**config.mk**
```make
export PLATFORM = sky130hd
export DESIGN_NAME = otv_top
export DESIGN_NICKNAME = d
export VERILOG_FILES = /design/src/common/otv_pkg.sv /design/src/logic/otv_top.sv
export SDC_FILE = /design/constraint.sdc
export NUM_CORES = 2
export LEC_CHECK = 0
export BUFFER_PORTS_ARGS = -buffer_cell sky130_fd_sc_hd__buf_2
export CAP_MARGIN = 20
export CORE_MARGIN = 2
export CORE_UTILIZATION = 63
export DETAILED_ROUTE_END_ITERATION = 10
export GPL_TIMING_DRIVEN = 1
export PLACE_DENSITY = 0.82
export SLEW_MARGIN = 5
export SYNTH_ARGS = -nofsm -noshare
export SYNTH_HDL_FRONTEND = slang
export SYNTH_SLANG_ARGS = --single-unit
```
**constraint.sdc**
```tcl
create_clock -name clk_sys_i -period 13.8 [get_ports clk_sys_i]
set_clock_uncertainty 0.05 [all_clocks]
set_input_delay 2.76 -clock clk_sys_i [delete_from_list [all_inputs] [get_ports clk_sys_i]]
set_output_delay 2.76 -clock clk_sys_i [all_outputs]
set_load 0.01 [all_outputs]
```
**src/common/otv_pkg.sv**
```systemverilog
// Constants, types and register map of the oscillation trip voter.
`default_nettype none
package otv_pkg;
  localparam int NCH = 4;
  localparam int NCELL = 2;
  localparam int NDET = 3;
  localparam int NCT = NCH * NCELL;
  localparam int DW = 12;
  localparam int SW = 14;
  localparam int FILT_SH = 3;
  localparam int PER_MIN = 2;
  localparam int CLK_HZ = 25_000_000;
  localparam int TICK_US = 1000;
  localparam int TICK_CYC = TICK_US * (CLK_HZ / 1_000_000);
  localparam logic [7:0] POWER_EN_PCT = 8'h1A;
  localparam logic [7:0] FLOW_EN_PCT = 8'h3C;
  // Register byte offsets.
  localparam logic [7:0] OFS_CTRL = 8'h00;
  localparam logic [7:0] OFS_STAT = 8'h04;
  localparam logic [7:0] OFS_IRQ = 8'h08;
  localparam logic [7:0] OFS_MASK = 8'h0C;
  localparam logic [7:0] OFS_TRIPSP = 8'h10;
  localparam logic [7:0] OFS_ALMSP = 8'h14;
  localparam logic [7:0] OFS_MINCELL = 8'h18;
  localparam logic [7:0] OFS_DETMAP = 8'h1C;
  localparam logic [7:0] OFS_DETBYP = 8'h20;
  // Field positions.
  localparam int CTRL_RUN = 0;
  localparam int CTRL_BYP = 4;
  localparam int EV_TRIP = 0;
  localparam int EV_INOP = 4;
  localparam int EV_PRE = 8;
  localparam int EV_EN = 12;
  // Reset values.
  localparam logic [23:0] SP_RST = 24'hFFFFFF;
  localparam logic [23:0] DETMAP_RST = 24'h000000;
  localparam logic [7:0] MINCELL_RST = 8'h01;
  localparam logic [3:0] TRIP_N_RST = 4'h0;
  typedef struct packed {
    logic trip;
    logic inop;
    logic pretrip;
    logic en_alarm;
  } otv_chan_stat_t;
  typedef struct packed {
    logic [7:0] gro;
    logic [7:0] per;
    logic [7:0] amp;
  } otv_sp_t;
endpackage
`default_nettype wire

```
**src/logic/otv_top.sv**
```systemverilog
// Oscillation monitor channels, two-of-four voters and APB registers.
//
// Chosen here: the register addresses and register access over APB.
`default_nettype none
module otv_top import otv_pkg::*; #(
  parameter int TICK_CYCLES = TICK_CYC
) (
  // Clock and reset.
  input wire logic clk_sys_i,
  input wire logic resetn_i,
  // APB slave.
  input wire logic psel_i,
  input wire logic penable_i,
  input wire logic pwrite_i,
  input wire logic [7:0] paddr_i,
  input wire logic [31:0] pwdata_i,
  output logic [31:0] prdata_o,
  output logic pready_o,
  output logic pslverr_o,
  // Detector and plant inputs.
  input wire logic [NCT*NDET-1:0][DW-1:0] det_i,
  input wire logic [NCH-1:0][7:0] stp_i,
  input wire logic [NCH-1:0][7:0] flow_i,
  input wire logic [NCH-1:0] apm_trip_i,
  // Voter outputs and indicators.
  output logic [NCH-1:0] trip_n_o,
  output logic [NCH-1:0] half_trip_o,
  output otv_chan_stat_t [NCH-1:0] local_o,
  output otv_chan_stat_t [NCH-1:0] panel_o,
  output logic irq_o
);

  ////////////////////////////////////////////////////////////////////////
  // Register file.
  logic [31:0] prdata_q;
  logic pready_q, pslverr_q;
  logic run_q;
  logic [NCH-1:0] byp_q;
  logic [15:0] irq_stat_q, irq_mask_q, ev_set;
  otv_sp_t trip_sp_q, alm_sp_q;
  logic [7:0] min_cell_q;
  logic [NCT*NDET-1:0] det_map_q, det_byp_q;
  logic tick_q;
  logic [NCH-1:0] ctrip_q, inop_q, pre_q, en_q;
  logic [NCH-1:0] trip_n_q, half_q;
  otv_chan_stat_t [NCH-1:0] local_q, panel_q;
  logic irq_q;
  logic wr_en;

  // Maps an address to a register number; 15 marks an unmapped one.
  function automatic logic [3:0] reg_sel(input logic [7:0] a);
    unique case (a)
      OFS_CTRL: reg_sel = 4'h0;
      OFS_STAT: reg_sel = 4'h1;
      OFS_IRQ: reg_sel = 4'h2;
      OFS_MASK: reg_sel = 4'h3;
      OFS_TRIPSP: reg_sel = 4'h4;
      OFS_ALMSP: reg_sel = 4'h5;
      OFS_MINCELL: reg_sel = 4'h6;
      OFS_DETMAP: reg_sel = 4'h7;
      OFS_DETBYP: reg_sel = 4'h8;
      default: reg_sel = 4'hF;
    endcase
  endfunction

  assign wr_en = psel_i & penable_i & pready_q & pwrite_i;

  // One wait state: the answer is ready in the second access cycle.
  always_ff @(posedge clk_sys_i or negedge resetn_i) begin
    if (!resetn_i) begin
      pready_q <= 1'b0;
      pslverr_q <= 1'b0;
      prdata_q <= 32'h00000000;
    end else begin
      pready_q <= psel_i & penable_i & ~pready_q;
      pslverr_q <= psel_i & penable_i & ~pready_q &
                   (reg_sel(paddr_i) == 4'hF);
      prdata_q <= 32'h00000000;
      if (psel_i & penable_i & ~pready_q & ~pwrite_i) begin
        unique case (reg_sel(paddr_i))
          4'h0: prdata_q <= {24'h000000, byp_q, 3'h0, run_q};
          4'h1: prdata_q <= {8'h00, ~trip_n_q, half_q, en_q, pre_q,
                             inop_q, ctrip_q};
          4'h2: prdata_q <= {16'h0000, irq_stat_q};
          4'h3: prdata_q <= {16'h0000, irq_mask_q};
          4'h4: prdata_q <= {8'h00, trip_sp_q};
          4'h5: prdata_q <= {8'h00, alm_sp_q};
          4'h6: prdata_q <= {24'h000000, min_cell_q};
          4'h7: prdata_q <= {8'h00, det_map_q};
          4'h8: prdata_q <= {8'h00, det_byp_q};
          default: prdata_q <= 32'h00000000;
        endcase
      end
    end
  end

  // Setup data is loaded by software whatever the state of the run bit.
  always_ff @(posedge clk_sys_i or negedge resetn_i) begin
    if (!resetn_i) begin
      run_q <= 1'b0;
      byp_q <= 4'h0;
      irq_mask_q <= 16'h0000;
      trip_sp_q <= SP_RST;
      alm_sp_q <= SP_RST;
      min_cell_q <= MINCELL_RST;
      det_map_q <= DETMAP_RST;
      det_byp_q <= DETMAP_RST;
    end else if (wr_en) begin
      unique case (reg_sel(paddr_i))
        4'h0: begin
          run_q <= pwdata_i[CTRL_RUN];
          byp_q <= pwdata_i[CTRL_BYP +: NCH];
        end
        4'h3: irq_mask_q <= pwdata_i[15:0];
        4'h4: trip_sp_q <= pwdata_i[23:0];
        4'h5: alm_sp_q <= pwdata_i[23:0];
        4'h6: min_cell_q <= pwdata_i[7:0];
        4'h7: det_map_q <= pwdata_i[23:0];
        4'h8: det_byp_q <= pwdata_i[23:0];
        default: ;
      endcase
    end
  end

  ////////////////////////////////////////////////////////////////////////
  // Processing tick.
  logic [31:0] tick_cnt_q;

  // Ticks only run while monitoring is on.
  always_ff @(posedge clk_sys_i or negedge resetn_i) begin
    if (!resetn_i) begin
      tick_cnt_q <= 32'h00000000;
      tick_q <= 1'b0;
    end else if (!run_q) begin
      tick_cnt_q <= 32'h00000000;
      tick_q <= 1'b0;
    end else if (tick_cnt_q == 32'(TICK_CYCLES - 1)) begin
      tick_cnt_q <= 32'h00000000;
      tick_q <= 1'b1;
    end else begin
      tick_cnt_q <= tick_cnt_q + 32'h00000001;
      tick_q <= 1'b0;
    end
  end

  ////////////////////////////////////////////////////////////////////////
  // Cell evaluation.
  logic [NCT-1:0] cell_op, cell_trip, cell_alm;

  for (genvar g = 0; g < NCT; g++) begin : g_cell
    logic [SW-1:0] sum, avg_q, mag, peak_q, prev_q;
    logic signed [SW:0] dev, step;
    logic [NDET-1:0] use_det;
    logic sign_q;
    logic [7:0] ivl_q, last_q, conf_q, grow_q;
    logic tr_a, tr_p, tr_g;

    assign use_det = det_map_q[g*NDET +: NDET] & ~det_byp_q[g*NDET +: NDET];
    assign cell_op[g] = |use_det;

    // Sum of the mapped, unbypassed detectors of this cell only.
    always_comb begin
      sum = '0;
      for (int d = 0; d < NDET; d++) begin
        if (use_det[d]) begin
          sum = sum + SW'(det_i[g*NDET+d]);
        end
      end
      dev = $signed({1'b0, sum}) - $signed({1'b0, avg_q});
      step = dev >>> FILT_SH;
      mag = dev[SW] ? SW'(-dev) : dev[SW-1:0];
    end

    // Filter, half-period and peak tracking, once per tick.
    always_ff @(posedge clk_sys_i or negedge resetn_i) begin
      if (!resetn_i) begin
        avg_q <= '0;
        sign_q <= 1'b0;
        ivl_q <= 8'h00;
        last_q <= 8'h00;
        conf_q <= 8'h00;
        grow_q <= 8'h00;
        peak_q <= '0;
        prev_q <= '0;
      end else if (tick_q) begin
        avg_q <= SW'($signed({1'b0, avg_q}) + step);
        sign_q <= dev[SW];
        if (dev[SW] != sign_q) begin
          // A zero crossing closes one half period.
          if (ivl_q >= 8'(PER_MIN) && ivl_q <= last_q + 8'h01 &&
              ivl_q + 8'h01 >= last_q) begin
            conf_q <= (conf_q == 8'hFF) ? conf_q : conf_q + 8'h01;
          end else begin
            conf_q <= 8'h00;
          end
          if (peak_q > prev_q + (prev_q >> 3)) begin
            grow_q <= (grow_q == 8'hFF) ? grow_q : grow_q + 8'h01;
          end else begin
            grow_q <= 8'h00;
          end
          last_q <= ivl_q;
          ivl_q <= 8'h01;
          prev_q <= peak_q;
          peak_q <= mag;
        end else begin
          ivl_q <= (ivl_q == 8'hFF) ? ivl_q : ivl_q + 8'h01;
          peak_q <= (mag > peak_q) ? mag : peak_q;
        end
      end
    end

    // Three checks against trip and alarm setpoints.
    assign tr_a = mag > SW'(trip_sp_q.amp);
    assign tr_p = conf_q > trip_sp_q.per;
    assign tr_g = grow_q > trip_sp_q.gro;
    assign cell_trip[g] = cell_op[g] & (tr_a | tr_p | tr_g);
    assign cell_alm[g] = cell_op[g] & ((mag > SW'(alm_sp_q.amp)) |
                         (conf_q > alm_sp_q.per) |
                         (grow_q > alm_sp_q.gro));
  end

  ////////////////////////////////////////////////////////////////////////
  // Channel logic.
  logic [NCH-1:0] en_d, ctrip_d, inop_d, pre_d;

  always_comb begin
    for (int c = 0; c < NCH; c++) begin
      en_d[c] = (stp_i[c] > POWER_EN_PCT) &&
                (flow_i[c] <= FLOW_EN_PCT);
      ctrip_d[c] = en_d[c] & |cell_trip[c*NCELL +: NCELL];
      pre_d[c] = |cell_alm[c*NCELL +: NCELL];
      inop_d[c] = 8'($countones(cell_op[c*NCELL +: NCELL])) <
                  min_cell_q;
    end
  end

  // Channel status, refreshed on each tick.
  always_ff @(posedge clk_sys_i or negedge resetn_i) begin
    if (!resetn_i) begin
      ctrip_q <= 4'h0;
      inop_q <= 4'h0;
      pre_q <= 4'h0;
      en_q <= 4'h0;
    end else if (tick_q) begin
      ctrip_q <= ctrip_d;
      inop_q <= inop_d;
      pre_q <= pre_d;
      en_q <= en_d;
    end
  end

  // Same status to the local indicator and the operator panel.
  always_ff @(posedge clk_sys_i or negedge resetn_i) begin
    if (!resetn_i) begin
      local_q <= '0;
      panel_q <= '0;
    end else begin
      for (int c = 0; c < NCH; c++) begin
        local_q[c] <= '{ctrip_q[c], inop_q[c], pre_q[c], en_q[c]};
        panel_q[c] <= '{ctrip_q[c], inop_q[c], pre_q[c], en_q[c]};
      end
    end
  end

  ////////////////////////////////////////////////////////////////////////
  // Two-of-four voters.
  logic [NCH-1:0] osc_act, apm_act;
  logic [2:0] osc_cnt, apm_cnt;

  assign osc_act = ctrip_d & ~byp_q;
  assign apm_act = apm_trip_i & ~byp_q;
  assign osc_cnt = 3'($countones(osc_act));
  assign apm_cnt = 3'($countones(apm_act));

  // Every voter sees every channel; 0 and 1 face system A, 2 and 3 B.
  always_ff @(posedge clk_sys_i or negedge resetn_i) begin
    if (!resetn_i) begin
      trip_n_q <= TRIP_N_RST;
      half_q <= 4'h0;
    end else if (tick_q) begin
      if (osc_cnt >= 3'h2 || apm_cnt >= 3'h2) begin
        trip_n_q <= 4'h0;
      end else begin
        trip_n_q <= 4'hF;
      end
      half_q <= {NCH{osc_cnt == 3'h1}};
    end
  end

  ////////////////////////////////////////////////////////////////////////
  // Interrupts.
  always_comb begin
    ev_set = 16'h0000;
    if (tick_q) begin
      ev_set[EV_TRIP +: NCH] = ctrip_d & ~ctrip_q;
      ev_set[EV_INOP +: NCH] = inop_d & ~inop_q;
      ev_set[EV_PRE +: NCH] = pre_d & ~pre_q;
      ev_set[EV_EN +: NCH] = en_d & ~en_q;
    end
  end

  // Write one to clear; a new event in the same cycle wins.
  always_ff @(posedge clk_sys_i or negedge resetn_i) begin
    if (!resetn_i) begin
      irq_stat_q <= 16'h0000;
      irq_q <= 1'b0;
    end else begin
      irq_stat_q <= (irq_stat_q &
                     ~((wr_en && reg_sel(paddr_i) == 4'h2) ?
                       pwdata_i[15:0] : 16'h0000)) | ev_set;
      irq_q <= |(irq_stat_q & irq_mask_q);
    end
  end

  assign prdata_o = prdata_q;
  assign pready_o = pready_q;
  assign pslverr_o = pslverr_q;
  assign trip_n_o = trip_n_q;
  assign half_trip_o = half_q;
  assign local_o = local_q;
  assign panel_o = panel_q;
  assign irq_o = irq_q;
endmodule
`default_nettype wire

```
# Yosys cells after proc, flatten, opt, wreduce, memory -nomap -nowiden
# Cells that the tools add are included.
classes:
  n_addsub: 91
  order_cmp: 102
  eq_ne: 82
  n_mux: 108
  n_bitwise: 92
  n_reduce_logical: 97
ops:
  columns: ["operator", "count"]
  rows:
  - ["$mux W14", 40]
  - ["$mux W8", 48]
  - ["$add A14 B12 Y14", 24]
  - ["$add A8 B1 Y8 const B", 32]
  - ["$gt A8 B8 Y1", 32]
  - ["$gt A14 B14 Y1", 16]
  - ["$gt A14 B8 Y1", 16]
  - ["$pmux W24 S9", 1]
  - ["$eq A8 B8 Y1 const B", 24]
  - ["$sub A14 B14 Y15", 8]
  - ["$add A14 B11 Y14", 8]
  - ["$neg A14 Y14", 8]
  - ["$mux W12", 8]
  - ["$mux W32", 3]
  - ["$ge A8 B2 Y1 const B", 8]
  - ["$ge A8 B8 Y1", 8]
  - ["$le A8 B8 Y1", 8]
  - ["$reduce_and A2 Y1", 31]
  - ["$ne A2 B2 Y1 const B", 24]
  - ["$reduce_and A3 Y1", 16]
  - ["$pmux W4 S9", 1]
  - ["$add A32 B1 Y32 const B", 1]
  - ["$and A16 B16 Y16", 2]
  - ["$eq A32 B15 Y1 const B", 1]
  - ["other kinds (36)", 204]
totals:
  ff_bits: 846
  out_inout_bits: 75

# Longest topological paths before layout
depth:
  word_depth: 22
  depth_mapped: 53

# Worst setup path after synthesis
# No wires, ideal clock.
synth_timing:
  path_kind: "input -> register"
  start: "input port det_i[108] in the netlist's numbering"
  end: "register trip_n_q[2], in the netlist trip_n_o[2]"
  t_arrival_ps: 11367
  slack_ps: 2282
  path_stages: 44
  path_cell_list: "and2_1 ha_1 fa_1 maj3_1 a21o_1 maj3_1 a32o_1 xor2_1 nand2_1 xnor2_1 ha_1 or3_1 o21ai_0 a21oi_1 a21o_1 a21oi_1 xnor2_1 mux2_2 [... 8 more ...] nor2b_1 o21a_1 o21a_1 o21a_1 o21a_1 o211ai_1 a21oi_1 and3b_1 or4b_1 a22oi_1 or3_1 fa_1 inv_1 ha_1 inv_1 ha_1 nor3b_1 o32ai_1"
synth_between:
  elab_chain_cells: 20
synth_lines:
  columns: ["element", "line", "source"]
  rows:
  - ["start: declaration", "otv_top.sv:21", "input wire logic [NCT*NDET-1:0][DW-1:0] det_i,"]
  - ["$mux W12 (*)", "otv_top.sv:165", "if (use_det[d]) begin"]
  - ["$add A14 B12 Y14", "otv_top.sv:166", "sum = sum + SW'(det_i[g*NDET+d]);"]
  - ["$mux W14 (*)", "otv_top.sv:165", null]
  - ["$add A14 B12 Y14", "otv_top.sv:166", null]
  - ["$mux W14 (*)", "otv_top.sv:165", null]
  - ["$sub A14 B14 Y15 (*)", "otv_top.sv:169", "dev = $signed({1'b0, sum}) - $signed({1'b0, avg_q});"]
  - ["$neg A14 Y14", "otv_top.sv:171", "mag = dev[SW] ? SW'(-dev) : dev[SW-1:0];"]
  - ["$mux W14 (*)", "otv_top.sv:171", null]
  - ["via g_cell[3].mag[1]", "otv_top.sv:151", "logic [SW-1:0] sum, avg_q, mag, peak_q, prev_q;"]
  - ["[... 4 more ...]", null, null]
  - ["$reduce_or A2 Y1 (*)", "otv_top.sv:230", "ctrip_d[c] = en_d[c] & |cell_trip[c*NCELL +: NCELL];"]
  - ["$and A1 B1 Y1 (*)", "otv_top.sv:230", null]
  - ["$and A4 B4 Y4 (*)", "otv_top.sv:270", "assign osc_act = ctrip_d & ~byp_q;"]
  - ["$add A1 B1 Y2 (not written as such) (*)", "otv_top.sv:272", "assign osc_cnt = 3'($countones(osc_act));"]
  - ["$add A2 B2 Y3 (not written as such) (*)", "otv_top.sv:272", null]
  - ["$ge A3 B2 Y1 (*)", "otv_top.sv:281", "if (osc_cnt >= 3'h2 || apm_cnt >= 3'h2) begin"]
  - ["$logic_or A1 B1 Y1 (*)", "otv_top.sv:281", null]
  - ["$mux W4 (*)", "otv_top.sv:281", null]
  - ["end signal: assignment", "otv_top.sv:278", "trip_n_q <= TRIP_N_RST;"]
  - ["end signal: assignment", "otv_top.sv:282", "trip_n_q <= 4'h0;"]
  - ["end signal: assignment", "otv_top.sv:284", "trip_n_q <= 4'hF;"]
  - ["end: declaration", "otv_top.sv:45", "logic [NCH-1:0] trip_n_q, half_q;"]
# Mark *: on every way through the listed nets, which the timed path passes. The rest lies on a longest branch.
# A chain may end at the register's enable or synchronous reset.

# Final worst setup path
# Same ends and word-level chain as after synthesis.

==> results.toml <==
[floorplanning]
ios = 476
start_util_pct = 63.44
dieWidth_microns = 359.6
die_area_sq_um = 129300
fp-row-count = 130
die_height_microns = 359.6
core_area_sq_um = 125600

[clock_network]
path_clk_slew_ps = 60
cts_root_buffer = "clkbuf_16"
htree_levels = 3
cts.sinks = 835
cts_inserted_buffers = 97
ctsHoldBuffers = 0
worstSkewPairLatency_ps = 710
cts_buffer_depth = 3
cts_tree = "built"
cts_resized = 0
post-cts-setup-buffers = 0

[sta]
fin_crit_ps = 12540
worstMarginPinSlew_ps = 1094
finalSetupTns_ps = 0
rsz0062_at_grt = "no"
fmaxAchievable_ghz = 0.07976
slew_viol_final = 0
setup_viol = 0
hold_viol_final = 0
fin_crit_sh_pct = 90.85
slew_headroom_pct = 27.04

[cells_and_area]
fillers = 9514
drive_gt1_share_pct = 11.86
final_nets = 11390
area_delta_synth_final_pct = 9.691
layout_commonest_cell = "ha_1"
mostFrequentLayoutCells = "1,294 x ha_1, 838 x nand2_1, 785 x dfrtp_1"

[global_routing]
grt_pass1_vias = 71200
gr-usage-all-layers_pct = 34.35
antenna_found_initial = 37
grt-ovfl-total = 0
grt_max_degree = 177
grt_pass1_wl_microns = 365100

[drt]
top_layer = "met5"
drtIter0Drc = 5722
met1_length_microns = 90880
wl_per_cell_microns = 20.00
drt_first_pass_iters = 9
wl_met3_microns = 19700
viasPerCell = 6.245
drt-total-wl_microns = 228200
vias = 71260
post-route-drc-count = 0
met2_length_microns = 105500
ant_nets = 0

[yosys]
syn_inst = 9244
avgSynthCellArea_sq_um = 8.617
ys_warn_count = 0
async_reset_ff_share_pct = 100.0
ys_ff_latch = 835
yosysSeqAreaShare_pct = 26.31
synth_ff_type = "dfrtp_1"
syn_area_sq_um = 79660
synth_edf_count = 0
ys_types = 108

[critical_path]
path_buf_inv = 4
cp.required_ps = 14340
critPathMaxFanout = 10
critPathLaunchType = "input port"
criticalPathCategory = "input port to flop"
arrival_ps = 13080
cp_slowest_stage_delay_ps = 500
cp_top_family = "compound AO/OA/AOI/OAI gates"
end_kind = "flop"
worst_path_most_repeated_cell = "ha_1"
critPathSlowestCell = "o21ai_2"

[power_and_ir_drop]
p_leak_nw = 42.66
p_total_mw = 5.642
p_per_area_nw_per_um2 = 64.57
irDropWorstVdd_mv = 0.08952

[placement]
portBuffers = 459
gp_congestion = 0.9569
post-dp-hpwl_microns = 173700

[hold_path]
hold_class = "flop to flop"

[run_status]
outcome = "completed"

[flow_run]
drv_cap = 0
-- where the power goes --
part,leakage (nW),switching [mW],internal [mW]
combinational,30.4,0.190,0.120
sequential,10.5,0.00364,2.45
clock,1.75,1.17,1.71
total,42.7,1.36,4.28
-- final cells by class --
class	count	area, sq um	share of cell area [%]
multi-input cells	7450	55000	62.94
flip-flops and latches	835	20960	23.99
repair buffers	551	3058	3.500
clock buffers	124	2720	3.113
inverters	717	2691	3.080
well taps	1650	2064	2.363
clock inverters	58	822.0	0.9408
diodes	25	62.56	0.07160
-- layer usage --
metal / GRT usage (%) / vias up
met5: 0.6289 / -
met4: 16.86 / 19
met3: 8.152 / 629
met2: 57.04 / 2569
met1: 41.73 / 34150
li1: - / 33900
-- cell usage after synthesis, types with 18 or more instances --
| library cell | count | share of area (%) |
|---|---|---|
| xnor2_1 | 442 | 4.9 |
| nor2b_1 | 173 | 1.4 |
| nor2_1 | 549 | 2.6 |
| nor3_1 | 133 | 0.84 |
| nand2b_1 | 150 | 1.2 |
| ha_1 | 1294 | 20 |
| a21o_1 | 232 | 2.2 |
| and2_1 | 75 | 0.59 |
| o31ai_1 | 81 | 0.76 |
| inv_1 | 706 | 3.3 |
| clkbuf_1 | 192 | 0.90 |
| mux2i_1 | 48 | 0.60 |
| dfrtp_1 | 786 | 25 |
| o21bai_1 | 83 | 0.78 |
| xor2_1 | 254 | 2.8 |
| o22ai_1 | 22 | 0.17 |
| buf_4 | 30 | 0.28 |
| a211oi_1 | 51 | 0.48 |
| nor4_1 | 53 | 0.42 |
| a222oi_1 | 18 | 0.23 |
| a221oi_1 | 34 | 0.37 |
| a21oi_1 | 598 | 3.8 |
| dfstp_2 | 49 | 1.6 |
| fa_1 | 42 | 1.1 |
| o21ai_0 | 774 | 4.9 |
| or2_2 | 28 | 0.22 |
| o21a_1 | 141 | 1.3 |
| or3_1 | 63 | 0.49 |
| o41ai_1 | 26 | 0.29 |
| nand3_1 | 260 | 1.6 |
| a31oi_1 | 39 | 0.31 |
| mux2_2 | 283 | 4.0 |
| nand2_1 | 838 | 3.9 |
| a22oi_1 | 22 | 0.21 |
| a21boi_0 | 24 | 0.23 |
| nand4_1 | 164 | 1.3 |
| o211ai_1 | 30 | 0.28 |
| maj3_1 | 18 | 0.23 |
| o2111ai_1 | 18 | 0.20 |
| and3_1 | 90 | 0.71 |
-- registers in the layout (all words and copies together), names as in the netlist, 32 cells and up --
| register | flops |
|---|---|
| g_cell.avg_q | 112 |
| g_cell.conf_q | 64 |
| g_cell.grow_q | 64 |
| g_cell.ivl_q | 64 |
| g_cell.last_q | 64 |
| g_cell.peak_q | 112 |
| g_cell.prev_q | 112 |
| tick_cnt_q | 32 |
-- final timing paths --
| kind | slack (ps) | depth (start not counted) | endpoint | startpoint |
|---|---|---|---|---|
| max reg2reg | 2400 | 48 | trip_n_o[2] | det_map_q[3] |
| min in group asynchronous | 1930 | 1 | g_cell[1].avg_q[13] | resetn_i |
| min reg2reg | 420 | 1 | tick_cnt_q[0] | tick_cnt_q[0] |
| min | 420 | 1 | tick_cnt_q[0] | tick_cnt_q[0] |
| max in group asynchronous | 8770 | 4 | g_cell[7].avg_q[8] | resetn_i |
| max | 1260 | 46 | trip_n_o[2] | det_i[108] |
-- through the flow --
| step | cell area (sq um) | setup WS, ps | instances | hold WS (ps) | util [%] |
|---|---|---|---|---|---|
| final | 87380 | 1263 | 11410 | 415.2 | 69.58 |
| after CTS | 87220 | 1395 | 11380 | 413.0 | 69.46 |
| after floorplan | 79680 | 2282 | 9251 | 339.7 | - |
| after global placement | 83660 | 968.6 | 11190 | 388.0 | 66.63 |
| after global routing | 87350 | 672.9 | 11400 | 421.5 | 69.56 |
| after detailed placement | 83680 | 761.9 | 11190 | 384.4 | 66.64 |
-- kinds of logic after synthesis --
kind of cell / synth area share, %
AND/OR/NAND/NOR: 16.13
AO/OA/AOI/OAI: 18.78
buffers and inverters: 4.734
other: 0.004708
adder cells (fa/ha/maj): 21.61
flip-flops: 26.31
XOR/XNOR: 7.755
multiplexers: 4.689
Note: power is estimated with default switching activity, not from simulation.
